**src/rtl/pms_pkg.sv**
```systemverilog
package pms_pkg;
   // ==========================================
   // power states
   typedef enum logic [1:0] {
      PMS_CACHE_OFF,
      PMS_NORMAL,
      PMS_SLEEP,
      PMS_STOP
   } pms_state_t;

   // ==========================================
   // reset values
   localparam logic PMS_CACHE_EN_RST    = 1'b0;
   localparam logic PMS_SENSE_AMP_RST   = 1'b0;
   localparam logic PMS_PWR_DOWN_RST    = 1'b0;
   localparam logic PMS_REFRESH_REQ_RST = 1'b0;
   localparam logic PMS_BUS_OE_RST      = 1'b1;
   localparam logic PMS_CORE_CLK_EN_RST = 1'b1;
   localparam logic PMS_PLL_EN_RST      = 1'b1;

   // ==========================================
   // timing
   localparam int   PMS_CLK_PERIOD_NS   = 10;
   localparam int   PMS_GATE_DELAY_CYC  = 1;
endpackage : pms_pkg

```
**src/rtl/pms_sw_if.sv**
```systemverilog
`timescale 1ns/1ps
interface pms_sw_if;
   logic cacheWrite;   // write strobe to cache_control_reg
   logic cacheEnable;  // written enable value
   logic sleepWrite;   // write strobe to sleep mode register
   logic cacheWrOk;    // cache write strobe, passed on in every state
   logic sleepWrOk;    // sleep write qualified for current state

   modport src (output cacheWrite, cacheEnable, sleepWrite, input cacheWrOk, sleepWrOk);
   modport dec (input cacheWrite, cacheEnable, sleepWrite, output cacheWrOk, sleepWrOk);
endinterface : pms_sw_if

```
**src/rtl/pms_pin_qual.sv**
```systemverilog
`timescale 1ns/1ps
module pms_pin_qual (
   input  wire pms_pkg::pms_state_t stateIn,    // current power state
   input  wire logic                wakeInN,    // wake pin, active low
   input  wire logic                stopInN,    // stop pin, active low
   output logic                     wakeHit,    // wake accepted
   output logic                     stopHit     // stop accepted
);
   import pms_pkg::*;
   wire inSleep = (stateIn == PMS_SLEEP);
   assign wakeHit = inSleep && !wakeInN;
   assign stopHit = inSleep && !stopInN && wakeInN;
endmodule : pms_pin_qual

```
**src/rtl/power_mode_sequencer.sv**
```systemverilog
`timescale 1ns/1ps
module power_mode_sequencer (
   input  wire logic           clk,              // core clock
   input  wire logic           arst_n,           // async reset, active low
   input  wire logic           clkEn,            // clock enable
   input  wire logic           cacheWrite,       // cache_control_reg write strobe
   input  wire logic           cacheEnable,      // written cache enable bit
   input  wire logic           sleepWrite,       // sleep mode register write strobe
   input  wire logic           wake_in_n,        // wake pin, active low
   input  wire logic           stopInN,          // stop pin, active low
   output pms_pkg::pms_state_t stateOut,         // current power state
   output logic                cacheOn,          // caches enabled
   output logic                senseAmpOn,       // cache sense amp power
   output logic                power_down_out,   // power-down pin
   output logic                selfRefreshReq,   // sdram self-refresh request pulse
   output logic                coreClkEn,        // core/peripheral clock enable
   output logic                pllEn,            // pll run enable
   output logic                busOe             // external bus drive enable
);
   import pms_pkg::*;

   // ==========================================
   // software request decode
   pms_sw_if sw ();
   assign sw.cacheWrite  = cacheWrite;
   assign sw.cacheEnable = cacheEnable;
   assign sw.sleepWrite  = sleepWrite;

   pms_state_t state_r;
   pms_state_t state_nxt;
   logic       cacheOn_r;
   logic       senseAmpOn_r;
   logic       pwrDown_r;
   logic       selfRefresh_r;
   logic       busOe_r;
   logic       coreClkEn_r;
   logic       pllEn_r;

   assign sw.cacheWrOk = sw.cacheWrite;
   assign sw.sleepWrOk = sw.sleepWrite && (state_r == PMS_CACHE_OFF) && !sw.cacheWrite;

   wire wakeHit;
   wire stopHit;
   pms_pin_qual pms_pin_qual_inst (
      .stateIn (state_r),
      .wakeInN (wake_in_n),
      .stopInN (stopInN),
      .wakeHit (wakeHit),
      .stopHit (stopHit)
   );

   wire enCache  = sw.cacheWrOk && sw.cacheEnable;
   wire disCache = sw.cacheWrOk && !sw.cacheEnable;

   // ==========================================
   // next state
   always_comb begin
      state_nxt = state_r;
      case (state_r)
         PMS_CACHE_OFF: begin
            if (enCache) begin
               state_nxt = PMS_NORMAL;
            end else if (sw.sleepWrOk) begin
               state_nxt = PMS_SLEEP;
            end
         end
         PMS_NORMAL: begin
            if (disCache) begin
               state_nxt = PMS_CACHE_OFF;
            end
         end
         PMS_SLEEP: begin
            if (wakeHit) begin
               state_nxt = PMS_CACHE_OFF;
            end else if (stopHit) begin
               state_nxt = PMS_STOP;
            end
         end
         default: begin
            state_nxt = PMS_STOP;
         end
      endcase
   end

   // ==========================================
   // state register; only normal entry is from cache-off
   always_ff @(posedge clk or negedge arst_n) begin
      if (!arst_n) begin
         state_r <= PMS_CACHE_OFF;
      end else if (clkEn) begin
         state_r <= state_nxt;
      end
   end

   // ==========================================
   // output next values; refresh goes out on sleep entry, core clock gates one cycle later
   wire enterSleep      = (state_r == PMS_CACHE_OFF) && (state_nxt == PMS_SLEEP);
   wire nxtNormal       = (state_nxt == PMS_NORMAL);
   wire nxtSleep        = (state_nxt == PMS_SLEEP);
   wire nxtStop         = (state_nxt == PMS_STOP);
   wire cacheOn_nxt     = nxtNormal;
   wire senseAmpOn_nxt  = nxtNormal;
   wire pwrDown_nxt     = nxtSleep;
   wire selfRefresh_nxt = enterSleep;
   wire busOe_nxt       = !nxtSleep && !nxtStop;
   wire coreClkEn_nxt   = (!nxtSleep && !nxtStop) || enterSleep;
   wire pllEn_nxt       = !nxtStop;

   // ==========================================
   // output registers
   always_ff @(posedge clk or negedge arst_n) begin
      if (!arst_n) begin
         cacheOn_r     <= PMS_CACHE_EN_RST;
         senseAmpOn_r  <= PMS_SENSE_AMP_RST;
         pwrDown_r     <= PMS_PWR_DOWN_RST;
         selfRefresh_r <= PMS_REFRESH_REQ_RST;
         busOe_r       <= PMS_BUS_OE_RST;
         coreClkEn_r   <= PMS_CORE_CLK_EN_RST;
         pllEn_r       <= PMS_PLL_EN_RST;
      end else if (clkEn) begin
         cacheOn_r     <= cacheOn_nxt;
         senseAmpOn_r  <= senseAmpOn_nxt;
         pwrDown_r     <= pwrDown_nxt;
         selfRefresh_r <= selfRefresh_nxt;
         busOe_r       <= busOe_nxt;
         coreClkEn_r   <= coreClkEn_nxt;
         pllEn_r       <= pllEn_nxt;
      end
   end

   // ==========================================
   // port drive
   assign stateOut       = state_r;
   assign cacheOn        = cacheOn_r;
   assign senseAmpOn     = senseAmpOn_r;
   assign power_down_out = pwrDown_r;
   assign selfRefreshReq = selfRefresh_r;
   assign busOe          = busOe_r;
   assign coreClkEn      = coreClkEn_r;
   assign pllEn          = pllEn_r;

   // ==========================================
   // checks
   property p_rst_state;
      @(posedge clk) $rose(arst_n) |-> (state_r == PMS_CACHE_OFF) && !cacheOn;
   endproperty
   a_rst_state: assert property (p_rst_state) else $error("not cache-off after reset");

   property p_amp_off;
      @(posedge clk) disable iff (!arst_n) (state_r == PMS_CACHE_OFF) && $stable(state_r) |-> !senseAmpOn;
   endproperty
   a_amp_off: assert property (p_amp_off) else $error("sense amp on in cache-off");

   property p_to_normal;
      @(posedge clk) disable iff (!arst_n)
         clkEn && state_r == PMS_CACHE_OFF && cacheWrite && cacheEnable |=> state_r == PMS_NORMAL ##0 cacheOn;
   endproperty
   a_to_normal: assert property (p_to_normal) else $error("cache enable did not reach normal");

   property p_normal_src;
      @(posedge clk) disable iff (!arst_n)
         $changed(state_r) && state_r == PMS_NORMAL |-> $past(state_r) == PMS_CACHE_OFF;
   endproperty
   a_normal_src: assert property (p_normal_src) else $error("normal entered from wrong state");

   property p_to_off;
      @(posedge clk) disable iff (!arst_n)
         clkEn && state_r == PMS_NORMAL && cacheWrite && !cacheEnable |=> state_r == PMS_CACHE_OFF;
   endproperty
   a_to_off: assert property (p_to_off) else $error("cache disable did not return cache-off");

   property p_to_sleep;
      @(posedge clk) disable iff (!arst_n)
         clkEn && state_r == PMS_CACHE_OFF && sleepWrite && !cacheWrite |=> state_r == PMS_SLEEP;
   endproperty
   a_to_sleep: assert property (p_to_sleep) else $error("sleep write did not sleep");

   property p_sleep_src;
      @(posedge clk) disable iff (!arst_n)
         $changed(state_r) && state_r == PMS_SLEEP |-> $past(state_r) == PMS_CACHE_OFF;
   endproperty
   a_sleep_src: assert property (p_sleep_src) else $error("sleep entered from wrong state");

   property p_power_down_out;
      @(posedge clk) disable iff (!arst_n) power_down_out == (state_r == PMS_SLEEP);
   endproperty
   a_power_down_out: assert property (p_power_down_out) else $error("power-down output mismatch");

   property p_refresh_first;
      @(posedge clk) disable iff (!arst_n)
         clkEn && $changed(state_r) && state_r == PMS_SLEEP |-> selfRefreshReq && coreClkEn;
   endproperty
   a_refresh_first: assert property (p_refresh_first) else $error("clocks gated before refresh");

   property p_bus_free;
      @(posedge clk) disable iff (!arst_n) state_r == PMS_SLEEP |-> !busOe;
   endproperty
   a_bus_free: assert property (p_bus_free) else $error("bus driven in sleep");

   property p_wake;
      @(posedge clk) disable iff (!arst_n)
         clkEn && state_r == PMS_SLEEP && !wake_in_n |=> state_r == PMS_CACHE_OFF;
   endproperty
   a_wake: assert property (p_wake) else $error("wake did not return cache-off");

   property p_stop;
      @(posedge clk) disable iff (!arst_n)
         clkEn && state_r == PMS_SLEEP && wake_in_n && !stopInN |=> state_r == PMS_STOP ##0 !pllEn;
   endproperty
   a_stop: assert property (p_stop) else $error("stop pin did not stop");

   property p_stop_src;
      @(posedge clk) disable iff (!arst_n)
         $changed(state_r) && state_r == PMS_STOP |-> $past(state_r) == PMS_SLEEP;
   endproperty
   a_stop_src: assert property (p_stop_src) else $error("stop entered from wrong state");

   property p_stop_hold;
      @(posedge clk) disable iff (!arst_n) state_r == PMS_STOP |=> state_r == PMS_STOP;
   endproperty
   a_stop_hold: assert property (p_stop_hold) else $error("stop left without reset");

   property p_clk_gate;
      @(posedge clk) disable iff (!arst_n) state_r == PMS_SLEEP && !selfRefreshReq |-> !coreClkEn && pllEn;
   endproperty
   a_clk_gate: assert property (p_clk_gate) else $error("clocks not gated in sleep");

   property p_stop_clocks;
      @(posedge clk) disable iff (!arst_n) state_r == PMS_STOP |-> !pllEn && !coreClkEn && !busOe;
   endproperty
   a_stop_clocks: assert property (p_stop_clocks) else $error("clock running in stop");

   property p_cache_flags;
      @(posedge clk) disable iff (!arst_n) cacheOn == (state_r == PMS_NORMAL) && senseAmpOn == cacheOn;
   endproperty
   a_cache_flags: assert property (p_cache_flags) else $error("cache flags disagree with state");

   property p_wake_resume;
      @(posedge clk) disable iff (!arst_n)
         clkEn && state_r == PMS_SLEEP && !wake_in_n |=> coreClkEn && busOe && !power_down_out && !cacheOn;
   endproperty
   a_wake_resume: assert property (p_wake_resume) else $error("no clean resume after wake");

   property p_both_pins;
      @(posedge clk) disable iff (!arst_n)
         clkEn && state_r == PMS_SLEEP && !wake_in_n && !stopInN |=> state_r == PMS_CACHE_OFF && pllEn;
   endproperty
   a_both_pins: assert property (p_both_pins) else $error("stop beat wake");

   property p_stop_ignored;
      @(posedge clk) disable iff (!arst_n)
         clkEn && (state_r == PMS_CACHE_OFF || state_r == PMS_NORMAL) && !stopInN |=> state_r != PMS_STOP;
   endproperty
   a_stop_ignored: assert property (p_stop_ignored) else $error("stop pin taken outside sleep");

   property p_no_sleep_normal;
      @(posedge clk) disable iff (!arst_n)
         clkEn && state_r == PMS_NORMAL && sleepWrite |=> state_r != PMS_SLEEP;
   endproperty
   a_no_sleep_normal: assert property (p_no_sleep_normal) else $error("sleep entered from normal");

   property p_normal_exit;
      @(posedge clk) disable iff (!arst_n)
         clkEn && state_r == PMS_NORMAL && !(cacheWrite && !cacheEnable) |=> state_r == PMS_NORMAL;
   endproperty
   a_normal_exit: assert property (p_normal_exit) else $error("normal left without disable write");

   property p_cacheoff_hold;
      @(posedge clk) disable iff (!arst_n)
         clkEn && state_r == PMS_CACHE_OFF && !cacheWrite && !sleepWrite |=> state_r == PMS_CACHE_OFF;
   endproperty
   a_cacheoff_hold: assert property (p_cacheoff_hold) else $error("cache-off left without write");

   property p_sleep_hold;
      @(posedge clk) disable iff (!arst_n)
         clkEn && state_r == PMS_SLEEP && wake_in_n && stopInN |=> state_r == PMS_SLEEP && power_down_out;
   endproperty
   a_sleep_hold: assert property (p_sleep_hold) else $error("sleep or power-down dropped");

   property p_refresh_once;
      @(posedge clk) disable iff (!arst_n) clkEn && selfRefreshReq |=> !selfRefreshReq;
   endproperty
   a_refresh_once: assert property (p_refresh_once) else $error("refresh request too long");
endmodule : power_mode_sequencer

```
**config.mk**
```make
export PLATFORM = sky130hd
export DESIGN_NAME = power_mode_sequencer
export DESIGN_NICKNAME = d
export VERILOG_FILES = /design/src/rtl/pms_pkg.sv /design/src/rtl/pms_sw_if.sv /design/src/rtl/pms_pin_qual.sv /design/src/rtl/power_mode_sequencer.sv
export SDC_FILE = /design/constraint.sdc
export NUM_CORES = 1
export LEC_CHECK = 0
export ABC_AREA = 1
export BUFFER_PORTS_ARGS = -buffer_cell sky130_fd_sc_hd__clkbuf_2
export CAP_MARGIN = 20
export CORE_AREA = 5 5 42 44
export CTS_BUF_LIST = sky130_fd_sc_hd__clkbuf_4 sky130_fd_sc_hd__clkbuf_8
export DETAILED_ROUTE_END_ITERATION = 10
export DIE_AREA = 0 0 47 49
export SYNTH_ARGS = -nofsm -noshare
export SYNTH_HDL_FRONTEND = slang
export SYNTH_SLANG_ARGS = --single-unit
```
**constraint.sdc**
```tcl
create_clock -name clk -period 1.9 [get_ports clk]
set_input_delay 0.19 -clock clk [delete_from_list [all_inputs] [get_ports clk]]
set_output_delay 0.19 -clock clk [all_outputs]
set_load 0.02 [all_outputs]
```
Yosys cells after proc, flatten, opt, wreduce, memory -nomap -nowiden
Cells that the tools add are included.
{"block": "classes", "add_sub_neg": 0, "n_mul": 0, "div": 0, "n_lt_le_gt_ge": 0, "n_eq_ne": 5, "n_shift": 0, "n_mux": 6, "bitwise_logic": 0, "reduce_logical": 17}
{"cell": "$mux 2", "count": 5}
{"cell": "$logic_and 1x1->1", "count": 9}
{"cell": "$eq 2x2->1 const B", "count": 3}
{"cell": "$logic_not 1->1", "count": 6}
{"cell": "$pmux 2 s3", "count": 1}
{"cell": "$eq 2x1->1 const B", "count": 2}
{"cell": "$logic_not 2->1", "count": 1}
{"cell": "$logic_or 1x1->1", "count": 1}
{"block": "totals", "register_bits": 8, "latch_bits": 0, "ram_bits": 0, "rom_bits": 0, "out_inout_bits": 9, "n_memories": 0}

Depth between registers and ports, before layout
Gate-level depths: netlist of the first run.
{"block": "logic_depth", "depth_word": 10, "ltp_mapped": 6, "depth_no_buf": 6}

Cells and area by module
From an unflattened synthesis of the first run, not the netlist that was laid out.
{"block": "unflattened", "cells_unflattened": 52, "hier_area_um2": 414.1}
{"mod": "power_mode_sequencer", "n_inst": 1, "cells_each": 46, "area_per_inst_um2": 386.6}
{"mod": "pms_pin_qual", "n_inst": 1, "cells_each": 6, "area_per_inst_um2": 27.5}

Worst setup path before layout of the first run
OpenSTA, ideal clock, no wires.
{"block": "synth_path", "path_type": "register to register", "start": "register state_r[0], in the netlist stateOut[0]", "end": "register state_r[0], in the netlist stateOut[0]", "arrival_ns": 0.863, "required_ns": 1.779, "path_slack_ns": 0.915, "path_stages_with_launch": 7, "path_buffers": 0, "synth_period_minus_slack_ns": 0.985, "path_cell_list": "dfrtp_1 inv_2 nand2_1 nand3_1 nand2_2 nand2_1 o21ai_1"}
{"block": "synth_between", "elab_chain_len": 6}
{"item": "start, declared", "line_no": "power_mode_sequencer.sv:29", "rtl": "pms_state_t state_r;"}
{"item": "start signal, assigned", "line_no": "power_mode_sequencer.sv:91", "rtl": "state_r <= state_nxt;"}
{"item": "$eq 2x2->1 or $logic_not 2->1 (tied branches)", "line_no": "pms_pin_qual.sv:10, power_mode_sequencer.sv:59, power_mode_sequencer.sv:40"}
{"item": "$logic_and 1x1->1 (on tied branches) (2 in a row)", "line_no": "pms_pin_qual.sv:12, power_mode_sequencer.sv:40"}
{"item": "$mux 2 (on tied branches)", "line_no": "power_mode_sequencer.sv:75, power_mode_sequencer.sv:63"}
{"item": "$mux 2 (on tied branches)", "line_no": "power_mode_sequencer.sv:73, power_mode_sequencer.sv:61"}
{"item": "$pmux 2 s3 *", "line_no": "power_mode_sequencer.sv:59", "rtl": "case (state_r)"}
Mark *: on every way between the ends. The rest lies on a longest branch, timed or not.
A chain may end at the register's enable or synchronous reset.

Worst setup path after layout of the first run
{"block": "layout_path", "start": "register coreClkEn_r, in the netlist coreClkEn", "end": "output port coreClkEn"}
{"item": "start, declared", "line_no": "power_mode_sequencer.sv:36", "rtl": "logic coreClkEn_r;"}
{"item": "start signal, assigned", "line_no": "power_mode_sequencer.sv:126", "rtl": "coreClkEn_r <= coreClkEn_nxt;"}
{"item": "end, declared", "line_no": "power_mode_sequencer.sv:16", "rtl": "output logic coreClkEn,"}
No word-level cell between the ends.

==> results of run 1 <==
[cell families (layout without fill, tap and decap cells)]
family	after synthesis	in the layout	synth area share (%)
buf+inv	8	28	8.97
simple gates	27	27	30.6
compound gates	4	4	6.31
flops	8	8	54.2
[cells in the mapped netlist]
cell	number	share of area (%)
nand3_1	5	6.6
nor2_1	1	1.0
nor2_2	1	1.7
o21ai_1	3	4.0
dfrtp_1	5	33
buf_4	1	2.0
dfstp_2	3	21
nand2_2	2	3.3
inv_1	5	5.0
o21ai_2	1	2.3
nand2_1	18	18
inv_2	2	2.0
[through the flow]
step	power, mW	util (%)	hold WS, ns
after floorplan	0.383	-	-0.106
after global placement	0.447	33.5	0.0516
after detailed placement	0.450	33.5	0.0512
after CTS	0.612	36.3	0.210
after global routing	0.646	36.3	0.241
final	0.597	36.3	0.227
[routing by layer]
layer  vias to the layer above  wire length (µm)  global-route usage, %  part of all wire, %
met2                        14               357                   11.5                   43
met4                         0                 0                   6.91                    0
met5                         -                 0                      0                    0
li1                        184                 -                      -                    -
met3                         0               102                   4.06                   12
met1                       154               360                   11.2                   44
[sequential cells by signal (all words and copies together) (netlist names)]
register,flops
busOe,1
coreClkEn,1
pllEn,1
power_down_out,1
selfRefreshReq,1
senseAmpOn,1
stateOut,2
[power by group through the flow]
| stage | Sequential (mW) | Combinational, mW | Clock [mW] |
|---|---|---|---|
| 3_5_place_dp | 0.248 | 0.202 | 0 |
| 5_1_grt | 0.251 | 0.225 | 0.170 |
| 3_3_place_gp | 0.246 | 0.201 | 0 |
| 2_1_floorplan | 0.292 | 0.0911 | 0 |
| 6_report | 0.245 | 0.199 | 0.153 |
| 4_1_cts | 0.246 | 0.204 | 0.163 |
[layout make-up]
type                       count  area [µm²]  area share, %
clock buffer                   4        30.0           5.90
inverter                       7        26.3           5.16
sequential                     8         204           40.0
multi-input combinational     31         139           27.3
timing repair buffer          17        90.1           17.7
tap                           16        20.0           3.93
[final timing paths]
| check | endpoint | from | depth (start not counted) | slack, ns |
|---|---|---|---|---|
| max reg2reg | stateOut[0] | stateOut[0] | 6 | 0.94 |
| max | coreClkEn | coreClkEn | 1 | 0.77 |
| min in group asynchronous | stateOut[0] | arst_n | 2 | 0.31 |
| min | stateOut[1] | clkEn | 2 | 0.23 |
| max in group asynchronous | pllEn | arst_n | 2 | 1.34 |
| min reg2reg | busOe | busOe | 2 | 0.47 |
[worst register-to-register path: cells and delay by family (launching register included)]
kind	cells	cell delay, ns
flops	1	0.40
simple gates	4	0.28
buf+inv	1	0.09
compound gates	1	0.06
[what timing repair did]
action	in CTS	in global routing
hold endpoints to repair	5	0
hold buffers	1	0
buffers inserted	0	0
==> run summary, run 1 <==
# Max-Cap Violations -> 0
Worst IR Drop VDD -> 361 µV
largest fanout on the critical path -> 2
total routing usage reported by global routing -> 8.99%
share of total power in sequential cells -> 41.0%
mean post-synth cell area -> 8.01 µm²
Horiz. Die Dim -> 47 µm
Root Buffer -> clkbuf_4
Iter 0 DRT Violations -> 6
number of global-route vias before repair -> 342
slew of the pin with the lowest slew margin -> 0.204 ns
post-route worst setup slack -> 0.766 ns
insertion delay to the later sink of the worst-skew pair -> 0.25 ns
post-place setup slack -> 0.939 ns
Final Cell Area -> 509 µm²
number of buffers on the longest clock path -> 2
areal power density over the cells -> 1170 nW/µm²
number of endpoints with negative hold slack in the final report -> 0
crit path buf inv count -> 1
detailed-placement wirelength estimate -> 700 µm
Layout area overhead -> 35.2%
status -> complete, no violations
net count after synthesis -> 55
cell type of the slowest stage on the worst timing path -> dfstp_2
post-cts repair resize count -> 0
post-synthesis cell type count -> 12
die area -> 2300 µm²
# clock sinks -> 8
quantity of I/O buffers inserted on ports -> 16
NetSw -> 0.218 mW
CP Data Arrival Time -> 0.94 ns
final routed wirelength across all metal layers -> 821 µm
Final Cycle Share -> 59.7%
endpoints failing setup -> 0
max-slew violation count -> 0
endpoint class of the critical path -> output pin
Num CTS Buffers -> 3
diode count -> 0
Req. time, crit path -> 1.71 ns
proportion of layout cells with a drive suffix above 1 -> 43.3%
synthesized netlist cell count -> 47
normalized max-slew margin -> 86.4%
net total in the final layout -> 76
Tightest Hold Check Type -> in2reg
crit start category -> flip-flop
average wire per standard cell -> 9.89 µm
RSZ-0062 raised after global routing -> no
Synth Warn # -> 0
antenna violation net count after detailed routing -> 0
DR DRC count -> 0
DR vias -> 352
IO Count -> 17
Setup Total Neg Slack -> 0 ns
delay of the slowest critical-path stage -> 0.53 ns
category of the most critical setup path -> reg2out
antenna violations before repair -> 0
starting density of the core -> 26.9%
share of power burned in the clock network -> 25.6%
H-tree lvl count -> 1
most common cell after layout, fill and taps aside -> nand2_1
floorplan row count -> 14
Remaining Overflow, GRT -> 0
achievable frequency -> 882 MHz
switching part of the total power -> 36.6%
instance count after placement with tap cells included -> 78
number of standard cells in the final layout excluding fillers -> 83
Routability Congestion -> 0.776
leakage power figure -> 0.295 nW
maximum number of pins on one net before global-route repair -> 9
Die H -> 49 µm
clock tree from TritonCTS -> yes
post-synthesis instance area -> 377 µm²
Top Family by Delay on Critical Path -> flip-flops
first-pass GRT wire length -> 1440 µm
internal portion of total power -> 0.379 mW
cell area after placement -> 469 µm²
clock slew at reported path FFs -> 0.06 ns
ordered list of cells on the worst path -> clkbuf_2
Post-Route Skew -> 0.00786 ns
Final Critical Period -> 1.13 ns
number of fill cells in the layout -> 170
core box area -> 1400 µm²
post-DR vias/cell -> 4.24
Logic pwr share -> 33.4%
register bit total from synthesis -> 8
number of detailed-route iterations in the first pass -> 3
share of the yosys chip area belonging to registers -> 54.2%
top library cells by usage in the layout, fill and taps aside -> nand2_1 (18), clkbuf_2 (16), inv_1 (5), nand3_1 (5), dfrtp_1 (5)
No activity file was read; power rests on OpenSTA's default activity.
==> inputs of run 2 (changes only) <==
- clock period: 1.9 -> 1.1 ns (I/O delays scaled with it)
==> run 2 against run 1 <==
  * Hold slack worse by 0.085 ns
  * Combinational power is 72% higher
  * Sequential share of layout area is 0.20 points lower
  * Routed wire length is 0.97% lower
  * Via count is 1.1% lower
  * Core utilization is 0.18 points higher
  * Final cell count stayed put
  * Critical endpoint unchanged
==> run summary, run 2 (synthesized netlist as in run 1, its figures left out) <==
antenna violation net count after detailed routing -> 0 (unchanged)
endpoint class of the critical path -> output pin
Iter 0 DRT Violations -> 1 (-5)
Post-CTS Setup Inserts -> 0 (unchanged)
Worst Hold Path EP -> stateOut[0]
cell type of the slowest stage on the worst timing path -> dfstp_2
detailed-routing wirelength on met1 -> 356 µm (-1.1%)
final worst hold slack -> 0.141 ns (-0.0854 ns)
normalized max-slew margin -> 86.3% (about the same)
Final Cycle Share -> 95.7%
average wire per standard cell -> 9.80 µm (-0.97%)
# Max-Cap Violations -> 0 (unchanged)
Setup Total Neg Slack -> 0 ns (unchanged)
slew of the pin with the lowest slew margin -> 0.205 ns (+0.000640 ns)
CP Data Arrival Time -> 0.94 ns (about the same)
diode count -> 0 (unchanged)
final routed wirelength across all metal layers -> 813 µm (-0.97%)
post-place setup slack -> 0.115 ns (-0.824 ns)
number of buffers on the longest clock path -> 2 (unchanged)
uppermost routed layer -> met3
met2 WL -> 347 µm (-2.8%)
Tightest Hold Check Type -> in2reg
number of global-route vias before repair -> 342 (unchanged)
ordered list of cells on the worst path -> clkbuf_2
Die H -> 49 µm (unchanged)
Horiz. Die Dim -> 47 µm (unchanged)
FF-to-FF setup slack -> 0.13 ns (-0.81 ns)
Worst IR Drop VDD -> 676 µV (+87%)
# clock sinks -> 8 (unchanged)
end of the worst register-to-register path -> stateOut[0]
total routing usage reported by global routing -> 8.66% (-0.33 points)
delay of the slowest critical-path stage -> 0.53 ns (about the same)
first-pass GRT wire length -> 1410 µm (-1.5%)
DR vias -> 348 (-1.1%)
antenna violations before repair -> 0 (unchanged)
crit path buf inv count -> 1 (unchanged)
Top Family by Delay on Critical Path -> flip-flops
detailed route wirelength on metal3 -> 109 µm (+6.9%)
Post-Route Skew -> 0.00901 ns (+0.00116 ns)
H-tree lvl count -> 1 (unchanged)
post-DR vias/cell -> 4.19 (-1.1%)
Hold Crit Depth -> 2 (unchanged)
areal power density over the cells -> 2030 nW/µm² (+73%)
most common cell after layout, fill and taps aside -> nand2_1
core box area -> 1400 µm² (unchanged)
Final Critical Period -> 1.05 ns
leakage power figure -> 0.295 nW (about the same)
achievable frequency -> 950 MHz
detailed-placement wirelength estimate -> 676 µm (-3.5%)
max FFs per register -> 2 (unchanged)
FF/Latch Area -> 204 µm² (unchanged)
die area -> 2300 µm² (unchanged)
IO Count -> 17 (unchanged)
insertion delay to the later sink of the worst-skew pair -> 0.26 ns (about the same)
Power, Total -> 1.04 mW (+74%)
max-slew violation count -> 0 (unchanged)
maximum number of pins on one net before global-route repair -> 9 (unchanged)
largest fanout on the critical path -> 2 (unchanged)
start point of the worst min-delay path -> clkEn
Num CTS Buffers -> 3 (unchanged)
source of the worst register-to-register timing path -> stateOut[0]
number of detailed-route iterations in the first pass -> 4 (+1)
endpoints failing setup -> 0 (unchanged)
Routability Congestion -> 0.776 (about the same)
number of endpoints with negative hold slack in the final report -> 0 (unchanged)
status -> complete, no violations
area of the multi-input gates -> 141 µm² (+1.8%)
Req. time, crit path -> 0.99 ns (-0.72 ns)
number of fill cells in the layout -> 161 (-5.3%)
quantity of I/O buffers inserted on ports -> 16 (unchanged)
clock slew at reported path FFs -> 0.06 ns (about the same)
post-route worst setup slack -> 0.0469 ns (-0.719 ns)
category of the most critical setup path -> reg2out
starting density of the core -> 26.9% (unchanged)
Remaining Overflow, GRT -> 0 (unchanged)
worst-case reg-to-reg path depth -> 6 (unchanged)
proportion of layout cells with a drive suffix above 1 -> 44.8% (+1.5 points)
floorplan row count -> 14 (unchanged)
DR DRC count -> 0 (unchanged)
Layout area overhead -> 35.9%
crit start category -> flip-flop
RSZ-0062 raised after global routing -> no
net total in the final layout -> 76 (unchanged)
Root Buffer -> clkbuf_4
top library cells by usage in the layout, fill and taps aside -> nand2_1 (18), clkbuf_2 (16), inv_1 (5), nand3_1 (5), dfrtp_1 (5)
clock tree from TritonCTS -> yes
[run 2: cell counts in the layout (fill, tap and decap cells not counted)]
No cell type changed its count.
[run 2: repair_timing]
| item | in CTS | in global routing |
|---|---|---|
| resized for setup | 0 | 1 |
| endpoints found under the setup margin | 0 | 1 |
| endpoints found under the hold margin | 8 | 0 |
| hold buffers | 1 | 0 |
[run 2: area by class of cell]
type,instances,share of cell area [%]
clock buffer,4,5.87
tap,16,3.91
multi-input combinational,31,27.6
inverter,7,5.13
sequential,8,39.9
timing repair buffer,17,17.6
[run 2: how the worst max path moves through the flow]
stage	slack (ns)	cells past startpoint	start	endpoint
finish	0.05	1	coreClkEn	coreClkEn
global route	0.002	1	coreClkEn	coreClkEn
CTS	0.03	1	coreClkEn	coreClkEn
detailed placement	0.11	5	stateOut[0]	power_down_out
global placement	0.15	5	stateOut[0]	power_down_out
floorplan	0.12	6	stateOut[0]	stateOut[0]
[run 2: layer usage]
metal  global-route usage (%)  up-vias
met5                        0        -
met4                     5.53        0
met3                     4.06        0
met2                     10.4       14
met1                     12.0      150
li1                         -      184
[run 2: stage by stage]
stage          utilization [%]  std cells  cell area, µm²
3_5_place_dp              33.5         78             469
6_report                  36.5         83             512
3_3_place_gp              33.5         78             469
2_1_floorplan                -         47             377
5_1_grt                   36.5         83             512
4_1_cts                   36.3         83             509
[run 2: power by group]
part           switching [mW]  total, mW  leakage (nW)  internal, mW
Clock                   0.105      0.268        0.0184         0.164
Combinational           0.225      0.343         0.180         0.118
Sequential             0.0509      0.425        0.0963         0.374
==> inputs of run 3 (changes only) <==
- CORE_AREA: 5 5 42 44 -> 2 2 39 41
- DIE_AREA: 0 0 47 49 -> 0 0 41 43
==> run 3 against run 2 <==
  * Sequential power down 1%
  * Combinational power about the same
  * Worst setup slack better by 0.0019 ns
  * Die area down 23%
  * Via count up 2.3%
  * Maximum frequency up 0.18%
  * Critical path type unchanged
  * Critical path depth unchanged
==> run summary, run 3 (synthesized netlist as in run 1, its figures left out) <==
max FFs per register -> 2 (unchanged)
Power, Total -> 1.03 mW (-0.20%)
ordered list of cells on the worst path -> clkbuf_2
areal power density over the cells -> 2030 nW/µm² (+0.29%)
CP Data Arrival Time -> 0.94 ns (about the same)
Req. time, crit path -> 0.99 ns (about the same)
number of detailed-route iterations in the first pass -> 5 (+1)
number of buffers on the longest clock path -> 2 (unchanged)
clock tree from TritonCTS -> yes
cell area after placement -> 469 µm² (unchanged)
Final Cycle Share -> 95.6% (-0.17 points)
top library cells by usage in the layout, fill and taps aside -> nand2_1 (18), clkbuf_2 (16), inv_1 (5), nand3_1 (5), dfrtp_1 (5)
Final Cell Area -> 509 µm² (-0.49%)
beginning of the critical path -> coreClkEn
RSZ-0062 raised after global routing -> no
floorplan row count -> 14 (unchanged)
net total in the final layout -> 76 (unchanged)
Post-Route Skew -> 0.00122 ns (-0.00779 ns)
Horiz. Die Dim -> 41 µm (-13%)
leakage power figure -> 0.295 nW (about the same)
start point of the worst min-delay path -> clkEn
endpoint class of the critical path -> output pin
endpoints failing setup -> 0 (unchanged)
post-place setup slack -> 0.126 ns (+0.0115 ns)
core box area -> 1380 µm² (-1.2%)
first-pass GRT wire length -> 1300 µm (-8.3%)
Iter 0 DRT Violations -> 7 (+6)
DR vias -> 356 (+2.3%)
slew of the pin with the lowest slew margin -> 0.210 ns (+0.00526 ns)
Num CTS Buffers -> 3 (unchanged)
final worst hold slack -> 0.137 ns (-0.00449 ns)
quantity of I/O buffers inserted on ports -> 16 (unchanged)
IO Count -> 17 (unchanged)
diode count -> 0 (unchanged)
Worst IR Drop VDD -> 791 µV (+17%)
die area -> 1760 µm² (-23%)
final routed wirelength across all metal layers -> 771 µm (-5.2%)
Routability Congestion -> 0.782 (+0.85%)
total routing usage reported by global routing -> 11.6% (+2.9 points)
proportion of layout cells with a drive suffix above 1 -> 43.3% (-1.5 points)
achievable frequency -> 951 MHz (+0.18%)
Die H -> 43 µm (-12%)
Final Critical Period -> 1.05 ns (-0.00186 ns)
H-tree lvl count -> 1 (unchanged)
DR DRC count -> 0 (unchanged)
# clock sinks -> 8 (unchanged)
Layout area overhead -> 35.2%
hold-fix buffers at CTS -> 1 (unchanged)
post-route worst setup slack -> 0.0488 ns (+0.00186 ns)
detailed-placement wirelength estimate -> 605 µm (-10%)
Post-CTS Setup Inserts -> 0 (unchanged)
Root Buffer -> clkbuf_4
average wire per standard cell -> 9.29 µm (-5.2%)
number of endpoints with negative hold slack in the final report -> 0 (unchanged)
maximum number of pins on one net before global-route repair -> 9 (unchanged)
normalized max-slew margin -> 86.0% (-0.35 points)
Remaining Overflow, GRT -> 0 (unchanged)
largest fanout on the critical path -> 2 (unchanged)
post-cts repair resize count -> 0 (unchanged)
status -> complete, no violations
antenna violations before repair -> 0 (unchanged)
starting density of the core -> 27.2% (+0.34 points)
insertion delay to the later sink of the worst-skew pair -> 0.26 ns (about the same)
cell type of the slowest stage on the worst timing path -> dfstp_2
clock slew at reported path FFs -> 0.06 ns (about the same)
post-DR vias/cell -> 4.29 (+2.3%)
Setup Total Neg Slack -> 0 ns (unchanged)
delay of the slowest critical-path stage -> 0.53 ns (about the same)
number of global-route vias before repair -> 317 (-7.3%)
# Max-Cap Violations -> 0 (unchanged)
antenna violation net count after detailed routing -> 0 (unchanged)
most common cell after layout, fill and taps aside -> nand2_1
Tightest Hold Check Type -> in2reg
max-slew violation count -> 0 (unchanged)
crit path buf inv count -> 1 (unchanged)
category of the most critical setup path -> reg2out
Top Family by Delay on Critical Path -> flip-flops
crit start category -> flip-flop
source of the worst register-to-register timing path -> stateOut[0]
run 3: cell counts in the layout (fill, tap and decap cells not counted):
Identical to the previous run, type by type.
run 3: final timing paths:
path	end	slack, ns	cells after the start
worst max-delay path	coreClkEn	0.05	1
worst min-delay path	pllEn	0.14	3
worst max register to register	stateOut[0]	0.14	6
worst min register to register	busOe	0.47	2
max in group asynchronous	pllEn	0.62	2
min in group asynchronous	stateOut[0]	0.23	2
run 3: layout make-up:
class	count	area [µm²]
Clock buffer	4	30.0
Inverter	7	26.3
Tap cell	16	20.0
Timing Repair Buffer	17	90.1
Fill cell	157	875
Sequential cell	8	204
Multi-Input combinational cell	31	139
run 3: per-stage QoR:
stage / std cells / util, %
after CTS: 83 / 36.8
after global placement: 78 / 33.9
after detailed placement: 78 / 33.9
final: 83 / 36.8
after floorplan: 47 / -
after global routing: 83 / 36.8
run 3: power by group:
group / switching, mW / internal [mW]
combinational: 0.227 / 0.117
clock: 0.108 / 0.164
sequential: 0.0451 / 0.374
total: 0.380 / 0.654
run 3: metal layers:
layer	GRT usage, %	vias up	wire length, µm
li1	-	183	-
met1	14.9	156	363
met2	15.0	13	338
met3	1.57	4	39
met4	12.0	0	29
met5	0	-	0
